[config.mk]
export PLATFORM = sky130hd
export DESIGN_NAME = lsap_top
export DESIGN_NICKNAME = d
export VERILOG_FILES = /design/src/lsap_pkg.sv /design/src/lsap_ms_tick.sv /design/src/lsap_top.sv
export SDC_FILE = /design/constraint.sdc
export NUM_CORES = 1
export LEC_CHECK = 0
export BUFFER_PORTS_ARGS = -buffer_cell sky130_fd_sc_hd__buf_2
export CORE_MARGIN = 3
export CORE_UTILIZATION = 55
export CTS_CLUSTER_DIAMETER = 50
export DETAILED_ROUTE_END_ITERATION = 8
export PLACE_DENSITY = 0.8
export SYNTH_ARGS = -nofsm -noshare
export SYNTH_HDL_FRONTEND = slang
export SYNTH_SLANG_ARGS = --single-unit
[constraint.sdc]
create_clock -name REF_CLK -period 3.55 [get_ports REF_CLK]
set_clock_uncertainty 0.15 [all_clocks]
set_input_delay 0.355 -clock REF_CLK [delete_from_list [all_inputs] [get_ports REF_CLK]]
set_output_delay 0.355 -clock REF_CLK [all_outputs]
set_load 0.01 [all_outputs]
[src/lsap_pkg.sv]
// package: constants, register map and carriers of the load input state block
package lsap_pkg;

    // ======================================================
    // timing
    localparam int CLK_PERIOD_NS  = 40;
    localparam int MS_NS          = 1000000;
    localparam int CYCLES_PER_MS  = (MS_NS + CLK_PERIOD_NS - 1) / CLK_PERIOD_NS;
    localparam int BACKLIGHT_S    = 60;
    localparam int BACKLIGHT_MS   = BACKLIGHT_S * 1000;
    localparam logic [15:0] LOG_INTERVAL_MS [4] = '{16'h01F4, 16'h03E8, 16'h07D0, 16'h1388};

    // ======================================================
    // register map (byte addresses)
    localparam logic [7:0] ADDR_CONFIG    = 8'h00;
    localparam logic [7:0] ADDR_CONTROL   = 8'h04;
    localparam logic [7:0] ADDR_STATUS    = 8'h08;
    localparam logic [7:0] ADDR_IRQ_STAT  = 8'h0C;
    localparam logic [7:0] ADDR_IRQ_MASK  = 8'h10;
    localparam logic [7:0] ADDR_ALARM_CNT = 8'h14;

    // control bits, write-only pulses
    localparam int CTRL_DC_ON    = 0;
    localparam int CTRL_DC_OFF   = 1;
    localparam int CTRL_LOG_TGL  = 2;
    localparam int CTRL_FACTORY  = 3;
    localparam int CTRL_ACTIVITY = 4;

    // interrupt bits
    localparam int IRQ_W   = 7;
    localparam int IRQ_TH  = 0;
    localparam int IRQ_PL  = 1;
    localparam int IRQ_OVV = 2;
    localparam int IRQ_OVI = 3;
    localparam int IRQ_OVW = 4;
    localparam int IRQ_DC  = 5;
    localparam int IRQ_LOG = 6;

    localparam int CFG_W = 17;
    localparam int CNT_W = 16;

    // ======================================================
    // carriers
    typedef struct packed {
        logic       log_dc_coupled;
        logic [1:0] log_interval;
        logic       backlight_timeout;
        logic       th_stay_off;
        logic       remote_keep;
        logic       pl_auto;
        logic       power_on_restore;
        logic       pin15_dc_status;
        logic [2:0] pin14_select;
        logic [1:0] pin6_select;
        logic       standby_on_off;
        logic       standby_inverted;
        logic       range_10v;
    } lsap_config_t;

    typedef struct packed {
        logic ovw;
        logic ovi;
        logic ovv;
        logic pl;
        logic th;
    } lsap_alarm_t;

    localparam lsap_config_t CFG_RESET = 17'h00038;

endpackage

[src/lsap_ms_tick.sv]
// module: millisecond enable pulse divider
`timescale 1ns/1ps
module lsap_ms_tick #(
    parameter int unsigned CYCLES = 25000
) (
    input  wire logic clk,
    input  wire logic rst,
    output logic      tick
);
    localparam int CW = (CYCLES > 1) ? $clog2(CYCLES) : 1;
    localparam logic [CW-1:0] LAST = CW'(CYCLES - 1);

    if (CYCLES < 1)
    begin : g_check
        $error("lsap_ms_tick needs at least one cycle per tick");
    end

    logic [CW-1:0] count;

    always_ff @(posedge clk)
    begin
        if (rst)
        begin
            count <= '0;
            tick  <= 1'b0;
        end
        else
        begin
            tick  <= (count == LAST);
            count <= (count == LAST) ? '0 : count + 1'b1;
        end
    end
endmodule

[src/lsap_top.sv]
// module: DC input state control, analog status pins and register slave
//
// The address map and the AHB-Lite slave port were left to the implementer.
`timescale 1ns/1ps
module lsap_top #(
    parameter int unsigned CYCLES_PER_MS = lsap_pkg::CYCLES_PER_MS
) (
    input  wire logic        REF_CLK,
    input  wire logic        RST,
    // ahb-lite slave
    input  wire logic        HSEL,
    input  wire logic [31:0] HADDR,
    input  wire logic [1:0]  HTRANS,
    input  wire logic        HWRITE,
    input  wire logic [2:0]  HSIZE,
    input  wire logic [31:0] HWDATA,
    input  wire logic        HREADY,
    output logic      [31:0] HRDATA,
    output logic             HREADYOUT,
    output logic             HRESP,
    output logic             IRQ,
    // device state
    input  wire logic        OVERTEMPERATURE_ALARM,
    input  wire logic        POWER_FAIL_ALARM,
    input  wire logic        OVERVOLTAGE_ALARM,
    input  wire logic        OVERCURRENT_ALARM,
    input  wire logic        OVERPOWER_ALARM,
    input  wire logic        CONSTANT_VOLTAGE_REGULATION,
    input  wire logic        REMOTE_STANDBY_INPUT,
    input  wire logic        ANALOG_REMOTE_ACTIVE,
    input  wire logic        REMOTE_ACTIVE,
    input  wire logic        POWER_SWITCH_OFF,
    input  wire logic        USER_ACTIVITY,
    input  wire logic        BOOT_LOAD,
    input  wire logic        NV_RESTORE_POLICY,
    input  wire logic        NV_DC_STATE,
    output logic             DC_INPUT_ENABLE,
    output logic             STATUS_PIN6,
    output logic             STATUS_PIN14,
    output logic             STATUS_PIN15,
    output logic             REF_SELECT_10V,
    output logic             BACKLIGHT_ON,
    output logic             LOG_ACTIVE,
    output logic             LOG_NEW_FILE,
    output logic             LOG_RECORD,
    output logic             NV_STORE,
    output logic             NV_STORE_DC
);
    if (CYCLES_PER_MS < 1)
    begin : g_check
        $error("lsap_top needs at least one clock cycle per millisecond");
    end

    // ======================================================
    // register bus
    lsap_pkg::lsap_config_t    cfg;
    logic [lsap_pkg::IRQ_W-1:0] irq_status;
    logic [lsap_pkg::IRQ_W-1:0] irq_mask;
    logic [lsap_pkg::IRQ_W-1:0] irq_set;
    logic [lsap_pkg::CNT_W-1:0] alarm_count;
    logic        wr_pend;
    logic [7:0]  wr_addr;
    logic        addr_phase;
    logic        wr_cfg;
    logic        wr_ctrl;
    logic        wr_istat;
    logic        wr_imask;
    logic [31:0] status_word;
    logic        dc_on;
    logic        log_on;
    logic        backlight;

    assign HREADYOUT  = 1'b1;
    assign HRESP      = 1'b0;
    assign addr_phase = HSEL & HTRANS[1] & HREADY;
    assign wr_cfg     = wr_pend & (wr_addr == lsap_pkg::ADDR_CONFIG);
    assign wr_ctrl    = wr_pend & (wr_addr == lsap_pkg::ADDR_CONTROL);
    assign wr_istat   = wr_pend & (wr_addr == lsap_pkg::ADDR_IRQ_STAT);
    assign wr_imask   = wr_pend & (wr_addr == lsap_pkg::ADDR_IRQ_MASK);
    assign status_word = {26'h0000000, STATUS_PIN15, STATUS_PIN14, STATUS_PIN6,
                          log_on, backlight, dc_on};

    always_ff @(posedge REF_CLK)
    begin
        if (RST)
        begin
            wr_pend <= 1'b0;
            wr_addr <= 8'h00;
            HRDATA  <= 32'h00000000;
        end
        else
        begin
            wr_pend <= addr_phase & HWRITE;
            if (addr_phase)
            begin
                wr_addr <= {HADDR[7:2], 2'b00};
            end
            if (addr_phase & ~HWRITE)
            begin
                case ({HADDR[7:2], 2'b00})
                    lsap_pkg::ADDR_CONFIG:    HRDATA <= {15'h0000, cfg};
                    lsap_pkg::ADDR_STATUS:    HRDATA <= status_word;
                    lsap_pkg::ADDR_IRQ_STAT:  HRDATA <= {25'h0000000, irq_status};
                    lsap_pkg::ADDR_IRQ_MASK:  HRDATA <= {25'h0000000, irq_mask};
                    lsap_pkg::ADDR_ALARM_CNT: HRDATA <= {16'h0000, alarm_count};
                    default:                  HRDATA <= 32'h00000000;
                endcase
            end
        end
    end

    // ======================================================
    // configuration storage
    logic sw_on;
    logic sw_off;
    logic log_toggle;
    logic factory;
    logic activity;
    lsap_pkg::lsap_config_t cfg_wr;

    assign sw_on      = wr_ctrl & HWDATA[lsap_pkg::CTRL_DC_ON];
    assign sw_off     = wr_ctrl & HWDATA[lsap_pkg::CTRL_DC_OFF];
    assign log_toggle = wr_ctrl & HWDATA[lsap_pkg::CTRL_LOG_TGL];
    assign factory    = wr_ctrl & HWDATA[lsap_pkg::CTRL_FACTORY];
    assign activity   = USER_ACTIVITY | (wr_ctrl & HWDATA[lsap_pkg::CTRL_ACTIVITY]);

    // empty selections are not offered, so they keep the old choice
    always_comb
    begin
        cfg_wr = HWDATA[lsap_pkg::CFG_W-1:0];
        if (cfg_wr.pin6_select == 2'h0)
        begin
            cfg_wr.pin6_select = cfg.pin6_select;
        end
        if (cfg_wr.pin14_select == 3'h0)
        begin
            cfg_wr.pin14_select = cfg.pin14_select;
        end
    end

    always_ff @(posedge REF_CLK)
    begin
        if (RST)
        begin
            cfg <= lsap_pkg::CFG_RESET;
        end
        else if (factory)
        begin
            cfg <= lsap_pkg::CFG_RESET;
        end
        else if (wr_cfg)
        begin
            cfg <= cfg_wr;
        end
        else if (BOOT_LOAD)
        begin
            cfg.power_on_restore <= NV_RESTORE_POLICY;
        end
    end

    // ======================================================
    // edge detection
    lsap_pkg::lsap_alarm_t alarm;
    lsap_pkg::lsap_alarm_t alarm_prev;
    lsap_pkg::lsap_alarm_t alarm_rise;
    logic standby_act;
    logic standby_prev;
    logic remote_prev;
    logic psw_prev;
    logic power_down;
    logic psw_rise;

    assign alarm = {OVERPOWER_ALARM, OVERCURRENT_ALARM, OVERVOLTAGE_ALARM,
                    POWER_FAIL_ALARM, OVERTEMPERATURE_ALARM};
    assign alarm_rise  = alarm & ~alarm_prev;
    assign standby_act = REMOTE_STANDBY_INPUT ^ cfg.standby_inverted;
    assign psw_rise    = POWER_SWITCH_OFF & ~psw_prev;

    always_ff @(posedge REF_CLK)
    begin
        if (RST)
        begin
            alarm_prev   <= '0;
            standby_prev <= 1'b0;
            remote_prev  <= 1'b0;
            psw_prev     <= 1'b0;
        end
        else
        begin
            alarm_prev   <= alarm;
            standby_prev <= standby_act;
            remote_prev  <= REMOTE_ACTIVE;
            psw_prev     <= POWER_SWITCH_OFF;
        end
    end

    // ======================================================
    // DC input state
    logic next_dc;
    logic pl_resume;
    logic th_resume;
    logic sb_resume;
    logic sb_rise;
    logic sb_fall;

    assign sb_rise = standby_act & ~standby_prev;
    assign sb_fall = ~standby_act & standby_prev;

    always_comb
    begin
        next_dc = dc_on;
        if (sw_on)
        begin
            next_dc = 1'b1;
        end
        if (sw_off)
        begin
            next_dc = 1'b0;
        end
        if (ANALOG_REMOTE_ACTIVE & sb_fall)
        begin
            next_dc = 1'b1;
        end
        if (~ANALOG_REMOTE_ACTIVE & sb_fall & cfg.standby_on_off & sb_resume)
        begin
            next_dc = 1'b1;
        end
        if (remote_prev & ~REMOTE_ACTIVE & ~cfg.remote_keep)
        begin
            next_dc = 1'b0;
        end
        if (~POWER_FAIL_ALARM & alarm_prev.pl & pl_resume)
        begin
            next_dc = 1'b1;
        end
        if (~OVERTEMPERATURE_ALARM & alarm_prev.th & th_resume)
        begin
            next_dc = 1'b1;
        end
        if (BOOT_LOAD)
        begin
            next_dc = NV_RESTORE_POLICY & NV_DC_STATE;
        end
        // standby holds the stage off while active; its release may turn it back on
        if (standby_act)
        begin
            next_dc = 1'b0;
        end
        if (alarm.pl | alarm.th)
        begin
            next_dc = 1'b0;
        end
        if (POWER_SWITCH_OFF | power_down)
        begin
            next_dc = 1'b0;
        end
    end

    always_ff @(posedge REF_CLK)
    begin
        if (RST)
        begin
            dc_on      <= 1'b0;
            pl_resume  <= 1'b0;
            th_resume  <= 1'b0;
            sb_resume  <= 1'b0;
            power_down <= 1'b0;
        end
        else
        begin
            dc_on <= next_dc;
            if (psw_rise)
            begin
                power_down <= 1'b1;
            end
            if (sw_off)
            begin
                pl_resume <= 1'b0;
                th_resume <= 1'b0;
                sb_resume <= 1'b0;
            end
            if (alarm_rise.pl)
            begin
                pl_resume <= cfg.pl_auto & dc_on;
            end
            if (alarm_rise.th)
            begin
                th_resume <= ~cfg.th_stay_off & dc_on;
            end
            if (sb_rise)
            begin
                sb_resume <= dc_on;
            end
        end
    end

    // ======================================================
    // switch-off store and alarm counting
    logic any_alarm;

    assign any_alarm = (|alarm_rise) | psw_rise;

    always_ff @(posedge REF_CLK)
    begin
        if (RST)
        begin
            NV_STORE    <= 1'b0;
            NV_STORE_DC <= 1'b0;
            alarm_count <= '0;
        end
        else
        begin
            NV_STORE <= psw_rise;
            if (psw_rise)
            begin
                NV_STORE_DC <= dc_on;
            end
            if (any_alarm & ~&alarm_count)
            begin
                alarm_count <= alarm_count + 1'b1;
            end
        end
    end

    // ======================================================
    // status pins
    always_ff @(posedge REF_CLK)
    begin
        if (RST)
        begin
            STATUS_PIN6    <= 1'b0;
            STATUS_PIN14   <= 1'b0;
            STATUS_PIN15   <= 1'b0;
            REF_SELECT_10V <= 1'b0;
        end
        else
        begin
            STATUS_PIN6    <= |(cfg.pin6_select & {alarm.pl, alarm.th});
            STATUS_PIN14   <= |(cfg.pin14_select & {alarm.ovw, alarm.ovi, alarm.ovv});
            STATUS_PIN15   <= cfg.pin15_dc_status ? dc_on
                                                  : CONSTANT_VOLTAGE_REGULATION;
            REF_SELECT_10V <= cfg.range_10v;
        end
    end

    assign DC_INPUT_ENABLE = dc_on;

    // ======================================================
    // millisecond timers: backlight and logging
    logic        ms_tick;
    logic [15:0] idle_ms;
    logic [15:0] rec_ms;
    logic        log_start;
    logic        log_stop;
    logic        rec_due;

    lsap_ms_tick #(
        .CYCLES (CYCLES_PER_MS)
    ) u_tick (
        .clk  (REF_CLK),
        .rst  (RST),
        .tick (ms_tick)
    );

    assign backlight = ~cfg.backlight_timeout
                     | (idle_ms < 16'(lsap_pkg::BACKLIGHT_MS));
    assign BACKLIGHT_ON = backlight;
    assign log_start = cfg.log_dc_coupled ? (next_dc & ~dc_on)
                                          : (log_toggle & ~log_on);
    assign log_stop  = cfg.log_dc_coupled ? (~next_dc & dc_on)
                                          : (log_toggle & log_on);
    assign rec_due   = ms_tick
                     & (rec_ms == lsap_pkg::LOG_INTERVAL_MS[cfg.log_interval] - 16'h0001);
    assign LOG_ACTIVE = log_on;

    always_ff @(posedge REF_CLK)
    begin
        if (RST | activity)
        begin
            idle_ms <= 16'h0000;
        end
        else if (ms_tick & (idle_ms < 16'(lsap_pkg::BACKLIGHT_MS)))
        begin
            idle_ms <= idle_ms + 16'h0001;
        end
    end

    always_ff @(posedge REF_CLK)
    begin
        if (RST)
        begin
            log_on       <= 1'b0;
            rec_ms       <= 16'h0000;
            LOG_NEW_FILE <= 1'b0;
            LOG_RECORD   <= 1'b0;
        end
        else
        begin
            LOG_NEW_FILE <= log_start;
            LOG_RECORD   <= log_on & rec_due;
            if (log_start)
            begin
                log_on <= 1'b1;
                rec_ms <= 16'h0000;
            end
            else if (log_stop)
            begin
                log_on <= 1'b0;
            end
            else if (log_on & ms_tick)
            begin
                rec_ms <= rec_due ? 16'h0000 : rec_ms + 16'h0001;
            end
        end
    end

    // ======================================================
    // interrupts
    assign irq_set = {LOG_RECORD, next_dc ^ dc_on, alarm_rise.ovw, alarm_rise.ovi,
                      alarm_rise.ovv, alarm_rise.pl | psw_rise, alarm_rise.th};
    assign IRQ = |(irq_status & irq_mask);

    always_ff @(posedge REF_CLK)
    begin
        if (RST)
        begin
            irq_status <= '0;
            irq_mask   <= '0;
        end
        else
        begin
            // a new event wins over a clear in the same cycle
            irq_status <= (irq_status & ~(wr_istat ? HWDATA[lsap_pkg::IRQ_W-1:0] : '0))
                        | irq_set;
            if (wr_imask)
            begin
                irq_mask <= HWDATA[lsap_pkg::IRQ_W-1:0];
            end
        end
    end
endmodule

==> results.py, run 1 <==
metrics = {
    "place": {
        "dp_slack_ns": 0.3416,
        "port-buffer-count": 71,
        "dp.final_hpwl_mm": 12.14,
        "finalWeightedCongestion": 0.9064,
    },
    "drt": {
        "first_iter_violations": 593,
        "met2RoutedLength_mm": 8.077,
        "firstDrtPassIters": 5,
        "postRouteWirelength_mm": 17.30,
        "route.met3.wl_mm": 1.459,
        "detail-route-antenna-nets": 0,
        "wire_length_per_cell_um": 17.49,
        "met1_length_mm": 7.126,
        "avgViaCountPerCell": 6.052,
        "dr.max_layer_used": "met4",
        "detail_route.drc_violations": 0,
        "detailed_route_via_count": 5985,
    },
    "clocking": {
        "clk_transition_reported_paths_ns": 0.06,
        "clock_path_buffers": 2,
        "clk_root_buffer_cell": "clkbuf_16",
        "clkLatencyLatePin_ns": 0.43,
        "clock_sink_count": 141,
        "postCtsHoldBufs": 0,
        "cts-buffers-inserted": 17,
        "tritoncts": "built",
        "cts_htree_levels": 4,
    },
    "timing": {
        "post-route-worst-setup-slack_ns": 0.2930,
        "rsz0062_at_grt": "false",
        "slew_violations": 0,
        "final.setup.tns_ns": 0,
        "timing_hold_violations_final": 0,
        "fin_crit_ns": 3.257,
        "worst_slew_pin_slew_ns": 0.8204,
        "ratio_of_final_minimum_period_to_clock_period": 0.9175,
        "fmax_mhz": 307.0,
        "relSlewSlack": 0.4389,
        "setup_violations": 0,
    },
    "critical_path": {
        "worst_r2r_endpoint": "rec_ms[1]",
        "kind_of_start_point_of_the_critical_path": "flip-flop",
        "crit_path_max_delay_cell_type": "or4b_1",
        "critical_path_buf_inv_count": 1,
        "r2r.worst_path.cells": 11,
        "timing.rr.start": "wr_addr[5]",
        "critPathKind": "reg -> reg",
        "crit_path_max_fanout": 16,
        "reg_to_reg_setup_timing_slack_ns": 0.29,
        "timing.critical_path.to": "rec_ms[1]",
        "required_ns": 3.76,
        "crit_path_end_kind": "flip-flop",
        "timing.critical_path.slowest_cell_delay_ns": 0.61,
        "arrival_ns": 3.46,
        "timing.critical_path.max_delay_family": "compound AO/OA/AOI/OAI gates",
        "number_of_stages_on_the_worst_setup_path": 11,
        "critPathLaunch": "wr_addr[5]",
        "path_cells": "or4b_1 > nor2_1 > a221oi_1 > o31ai_2 > inv_1 > ha_1 > and2_1 > a31oi_1 > nand2_1 > a31o_2 > a21oi_1",
    },
    "die": {
        "die_height_um": 114.6,
        "fp.dieArea_mm2": 0.01314,
        "core-area_mm2": 0.01147,
        "ios": 134,
        "rows": 39,
        "initial_core_util": 0.5661,
        "die-width_um": 114.6,
    },
    "yosys": {
        "avgSynthCellArea_um2": 8.441,
        "syn_area_mm2": 0.006491,
        "share_of_the_yosys_chip_area_belonging_to_registers": 0.4348,
        "synth_top_flop_cell": "dfxtp_1",
        "ys_ff_latch": 141,
        "synth_edf_count": 0,
        "ys_types": 67,
        "yosys_warnings": 0,
        "syn-instance-count": 769,
        "synth_async_sr_flop_share": 0,
    },
    "grt": {
        "global_route.usage.total": 0.2712,
        "grt.overflow.total": 0,
        "first_global_vias": 5706,
        "grt_max_degree": 70,
        "first_pass_grt_wire_length_mm": 28.03,
        "antenna_found_initial": 0,
    },
    "min_path": {
        "hold_crit_path_type": "in -> reg",
        "worst_min_delay_path_startpoint": "HWDATA[13]",
    },
    "layout": {
        "finalNetCount": 927,
        "final_layout_size_suffix_gt1_frac": 0.1501,
        "layout.cells.most_common": "dfxtp_1",
        "antennaDiodeCount": 0,
        "most-common-layout-cells": "141 x dfxtp_1, 102 x nor2_1, 71 x buf_2",
        "area_growth_syn_to_layout_pct": 15.29,
    },
    "flow_run": {
        "drv.max_cap_violation_count": 0,
    },
    "pwr": {
        "power_density_mw_per_mm2": 487.9,
        "irDropWorstVdd_mv": 0.3619,
        "power_leakage_nw": 2.843,
    },
    "run_status": {
        "run_status": "completed",
    },
}
==> routing by layer <==
layer | vias up | track usage
met5 | - | 0
met4 | 0 | 0.1330
met1 | 2841 | 0.3363
met2 | 254 | 0.4369
met3 | 48 | 0.07030
li1 | 2842 | -
==> cells by family (layout without fill, tap and decap cells) <==
logic type | count (synthesis) | count (layout) | synth area share
and+or+nand+nor | 315 | 315 | 0.2492
AOI/OAI and AO/OA | 175 | 175 | 0.1685
DFF | 141 | 141 | 0.4349
buffers and inverters | 76 | 138 | 0.05840
xor gates and xnor gates | 37 | 37 | 0.04992
muxes | 17 | 17 | 0.02641
adders and majority gates | 6 | 6 | 0.01156
other | 2 | 17 | 0.001157
==> worst min path at each step <==
stage	endpoint	slack (ns)	cells past startpoint
floorplan	u_tick.count[0]	0.27	1
global placement	u_tick.count[0]	0.28	1
detailed placement	power_down	0.29	1
CTS	cfg[14]	0.01	3
global route	cfg[8]	0.03	3
finish	cfg[13]	0.01	3
==> stage by stage <==
stage / util / total power, W / hold slack (ns) / cell area [µm²] / cells
5_1_grt: 0.6526 / 0.003752 / 0.02768 / 7483 / 989
4_1_cts: 0.6522 / 0.003648 / 0.01164 / 7478 / 989
6_report: 0.6526 / 0.003651 / 0.01489 / 7483 / 989
2_1_floorplan: - / 0.001781 / 0.2676 / 6548 / 784
3_3_place_gp: 0.5983 / 0.001833 / 0.2800 / 6860 / 957
3_5_place_dp: 0.5983 / 0.001840 / 0.2944 / 6860 / 957
==> layout make-up <==
cell class	instances	area, µm²
fillers	909	3984
multi-input cells	567	3351
flip-flops and latches	141	2823
clock buffers	27	543.0
repair buffers	78	407.9
well taps	143	178.9
inverters	28	105.1
clock inverters	5	75.07
==> flip-flops by register name, summed over array words and instances (netlist names), 6 cells and up <==
signal	cells
wr_addr	6
idle_ms	16
irq_status	7
irq_mask	7
alarm_count	16
u_tick.count	15
cfg	17
HRDATA	17
rec_ms	16
==> what timing repair did <==
item,4_1_cts,5_1_grt
setup endpoints to repair,0,10
setup buffers,0,0
gates resized for setup,0,1
==> cell usage after synthesis, types with 3 or more instances <==
cell | count | area (µm²)
a221oi_1 | 7 | 61.31
nor2b_1 | 12 | 75.07
or4_1 | 3 | 22.52
clkbuf_1 | 15 | 56.30
a22oi_1 | 13 | 97.59
a21oi_1 | 68 | 340.3
nand2b_1 | 7 | 43.79
or3_1 | 17 | 106.4
and2_1 | 8 | 50.05
inv_1 | 28 | 105.1
nand4_1 | 23 | 143.9
a2111oi_0 | 3 | 26.28
a222oi_1 | 3 | 30.03
o21ai_1 | 9 | 45.04
nand3b_1 | 3 | 22.52
nor4_1 | 7 | 43.79
buf_1 | 5 | 18.77
buf_2 | 9 | 45.04
and3b_1 | 3 | 26.28
ha_1 | 6 | 75.07
a2bb2oi_1 | 9 | 78.83
buf_4 | 17 | 127.6
a31oi_1 | 6 | 37.54
and3_1 | 7 | 43.79
o21ai_0 | 34 | 170.2
nand2_1 | 58 | 217.7
a211oi_1 | 3 | 22.52
nand3_1 | 38 | 190.2
dfxtp_1 | 141 | 2823
nor3_1 | 3 | 15.01
nor2_1 | 102 | 382.9
nor3b_1 | 7 | 52.55
o31ai_1 | 4 | 30.03
xor2_1 | 25 | 219.0
mux2i_1 | 16 | 160.2
xnor2_1 | 12 | 105.1
==> report_power, final <==
group | switching [W] | internal, W
combinational | 0.000114 | 0.0000610
clock | 0.000658 | 0.00118
sequential | 0.0000246 | 0.00161
==> worst min-delay path: stages <==
cell and delay [ns]:
buf_2 0.10, nand2_1 0.04, a21oi_1 0.05
Power figures use the tool's default switching activity.
==> run 2, diff against run 1 <==
Settings changed: SETUP_SLACK_MARGIN set to 0.4.
==> run 2 against run 1 <==
  * Sequential power hardly changed
  * Combinational power is essentially flat
  * Fmax increased by 7.8%
  * First-iteration DRC count shrank 8.6%
  * Non-clock buffer count grew 1
  * Largest power group unchanged
  * Routed wire length up 0.75%
  * Setup slack better by 0.24 ns
  * Sequential share of layout area down 0.29 points
  * Clock power hardly changed
  * Via count is 0.43% lower
  * Cell count rose by 0.10%
  * Flip-flop and latch count stayed put
==> results.py, run 2 (synthesized netlist as in run 1, its figures left out) <==
metrics = {
    "timing": {
        "fmax_mhz": 331.0,
        "fin_crit_ns": 3.021,
        "final.setup.tns_ns": 0,
        "timing_hold_violations_final": 0,
        "relSlewSlack": 0.2909,
        "slew_violations": 0,
        "setup_violations": 0,
        "worst_slew_pin_slew_ns": 1.037,
        "ratio_of_final_minimum_period_to_clock_period": 0.8511,
        "rsz0062_at_grt": "false",
    },
    "min_path": {
        "hold_crit_path_type": "in -> reg",
        "cells_on_worst_hold_path": 3,
    },
    "die": {
        "fp.dieArea_mm2": 0.01314,
        "die-width_um": 114.6,
        "die_height_um": 114.6,
        "core-area_mm2": 0.01147,
        "ios": 134,
        "initial_core_util": 0.5661,
        "rows": 39,
    },
    "clocking": {
        "postCtsHoldBufs": 0,
        "clock_path_buffers": 2,
        "cts-buffers-inserted": 17,
        "clk_root_buffer_cell": "clkbuf_16",
        "clock_sink_count": 141,
        "clkLatencyLatePin_ns": 0.43,
        "clk_transition_reported_paths_ns": 0.06,
        "cts_htree_levels": 4,
        "tritoncts": "built",
    },
    "drt": {
        "detailed_route_via_count": 5959,
        "avgViaCountPerCell": 6.019,
        "detail_route.drc_violations": 0,
        "postRouteWirelength_mm": 17.42,
        "first_iter_violations": 542,
        "detail-route-antenna-nets": 0,
        "firstDrtPassIters": 5,
        "wire_length_per_cell_um": 17.60,
    },
    "critical_path": {
        "required_ns": 3.76,
        "number_of_stages_on_the_worst_setup_path": 11,
        "path_cells": "or4b_4 > nor2_4 > a221oi_2 > o31ai_2 > inv_1 > ha_1 > and2_1 > a31oi_2 > nand2_1 > a31o_4 > nor2_1",
        "r2r.worst_path.cells": 11,
        "critPathKind": "reg -> reg",
        "timing.critical_path.max_delay_family": "simple AND/OR/NAND/NOR gates",
        "crit_path_end_kind": "flip-flop",
        "timing.critical_path.slowest_cell_delay_ns": 0.59,
        "kind_of_start_point_of_the_critical_path": "flip-flop",
        "critical_path_buf_inv_count": 1,
        "arrival_ns": 3.23,
        "crit_path_max_delay_cell_type": "or4b_4",
        "crit_path_max_fanout": 16,
    },
    "layout": {
        "largestRegisters": "HRDATA (17), cfg (17)",
        "final_layout_size_suffix_gt1_frac": 0.1582,
        "area_growth_syn_to_layout_pct": 16.17,
        "most-common-layout-cells": "141 x dfxtp_1, 100 x nor2_1, 71 x buf_2",
        "layout.cells.most_common": "dfxtp_1",
        "finalNetCount": 928,
        "antennaDiodeCount": 0,
    },
    "pwr": {
        "fin_total_pwr_w": 0.003652,
        "netSwitchingFraction": 0.2184,
        "power_density_mw_per_mm2": 484.3,
        "p_int_w": 0.002855,
        "seq_power_share": 0.448,
        "irDropWorstVdd_mv": 0.3613,
        "share_of_total_power_in_combinational_logic": 0.049,
        "net-switching-power_w": 0.0007975,
        "power_leakage_nw": 2.854,
        "pwr-share-clk": 0.503,
    },
    "place": {
        "finalWeightedCongestion": 0.9064,
        "dp.final_hpwl_mm": 12.14,
        "port-buffer-count": 71,
    },
    "grt": {
        "global_route.usage.total": 0.2721,
        "first_global_vias": 5708,
        "first_pass_grt_wire_length_mm": 28.07,
        "grt.overflow.total": 0,
        "grt_max_degree": 70,
        "antenna_found_initial": 0,
    },
    "flow_run": {
        "drv.max_cap_violation_count": 0,
    },
    "run_status": {
        "run_status": "completed",
    },
}
## run 2: final cells by class
type                    instances  area, µm²
clock buffers                  27      543.0
inverters                      28      105.1
fillers                       898       3926
clock inverters                 5      75.07
multi-input cells             567       3401
repair buffers                 79      415.4
well taps                     143      178.9
flip-flops and latches        141       2823
## run 2: tightest hold or removal path, stage by stage
cell and delay (ns):
buf_2 0.10, nand2_1 0.04, a21oi_1 0.05
## run 2: path summary, 6_finish.rpt
kind              start         end  slack [ns]
max          wr_addr[5]  rec_ms[15]        0.53
min          HWDATA[13]     cfg[13]        0.02
max reg2reg  wr_addr[5]  rec_ms[15]        0.53
min reg2reg  HRDATA[16]  HRDATA[16]        0.30
## run 2: power groups by stage
stage	Clock, W	Combinational [W]	Sequential [W]
after floorplan	0	0.000117	0.00166
after global placement	0	0.000165	0.00167
after detailed placement	0	0.000171	0.00167
after CTS	0.00184	0.000173	0.00164
after global routing	0.00192	0.000196	0.00164
final	0.00184	0.000178	0.00164
## run 2: per-stage QoR
step,instances,worst slack [ns],hold WS [ns],instance area [µm²],util
final,990,0.5286,0.01629,7541,0.6576
after global routing,990,0.3503,0.02253,7541,0.6576
after CTS,989,0.4084,0.01164,7492,0.6534
after detailed placement,957,0.3416,0.2944,6860,0.5983
after global placement,957,0.4770,0.2800,6860,0.5983
after floorplan,784,0.6679,0.2676,6548,-
## run 2: timing repair
action,4_1_cts,5_1_grt
endpoints found under the hold margin,0,0
gates resized for setup,3,7
pin swaps,0,1
buffers inserted,0,1
setup endpoints to repair,16,16
## run 2: layer usage
| metal | global-route usage | wire length (µm) | vias to the layer above |
|---|---|---|---|
| li1 | - | - | 2839 |
| met1 | 0.3366 | 7213 | 2810 |
| met2 | 0.4381 | 8076 | 253 |
| met3 | 0.08140 | 1400 | 57 |
| met4 | 0.1196 | 734 | 0 |
| met5 | 0 | 0 | - |
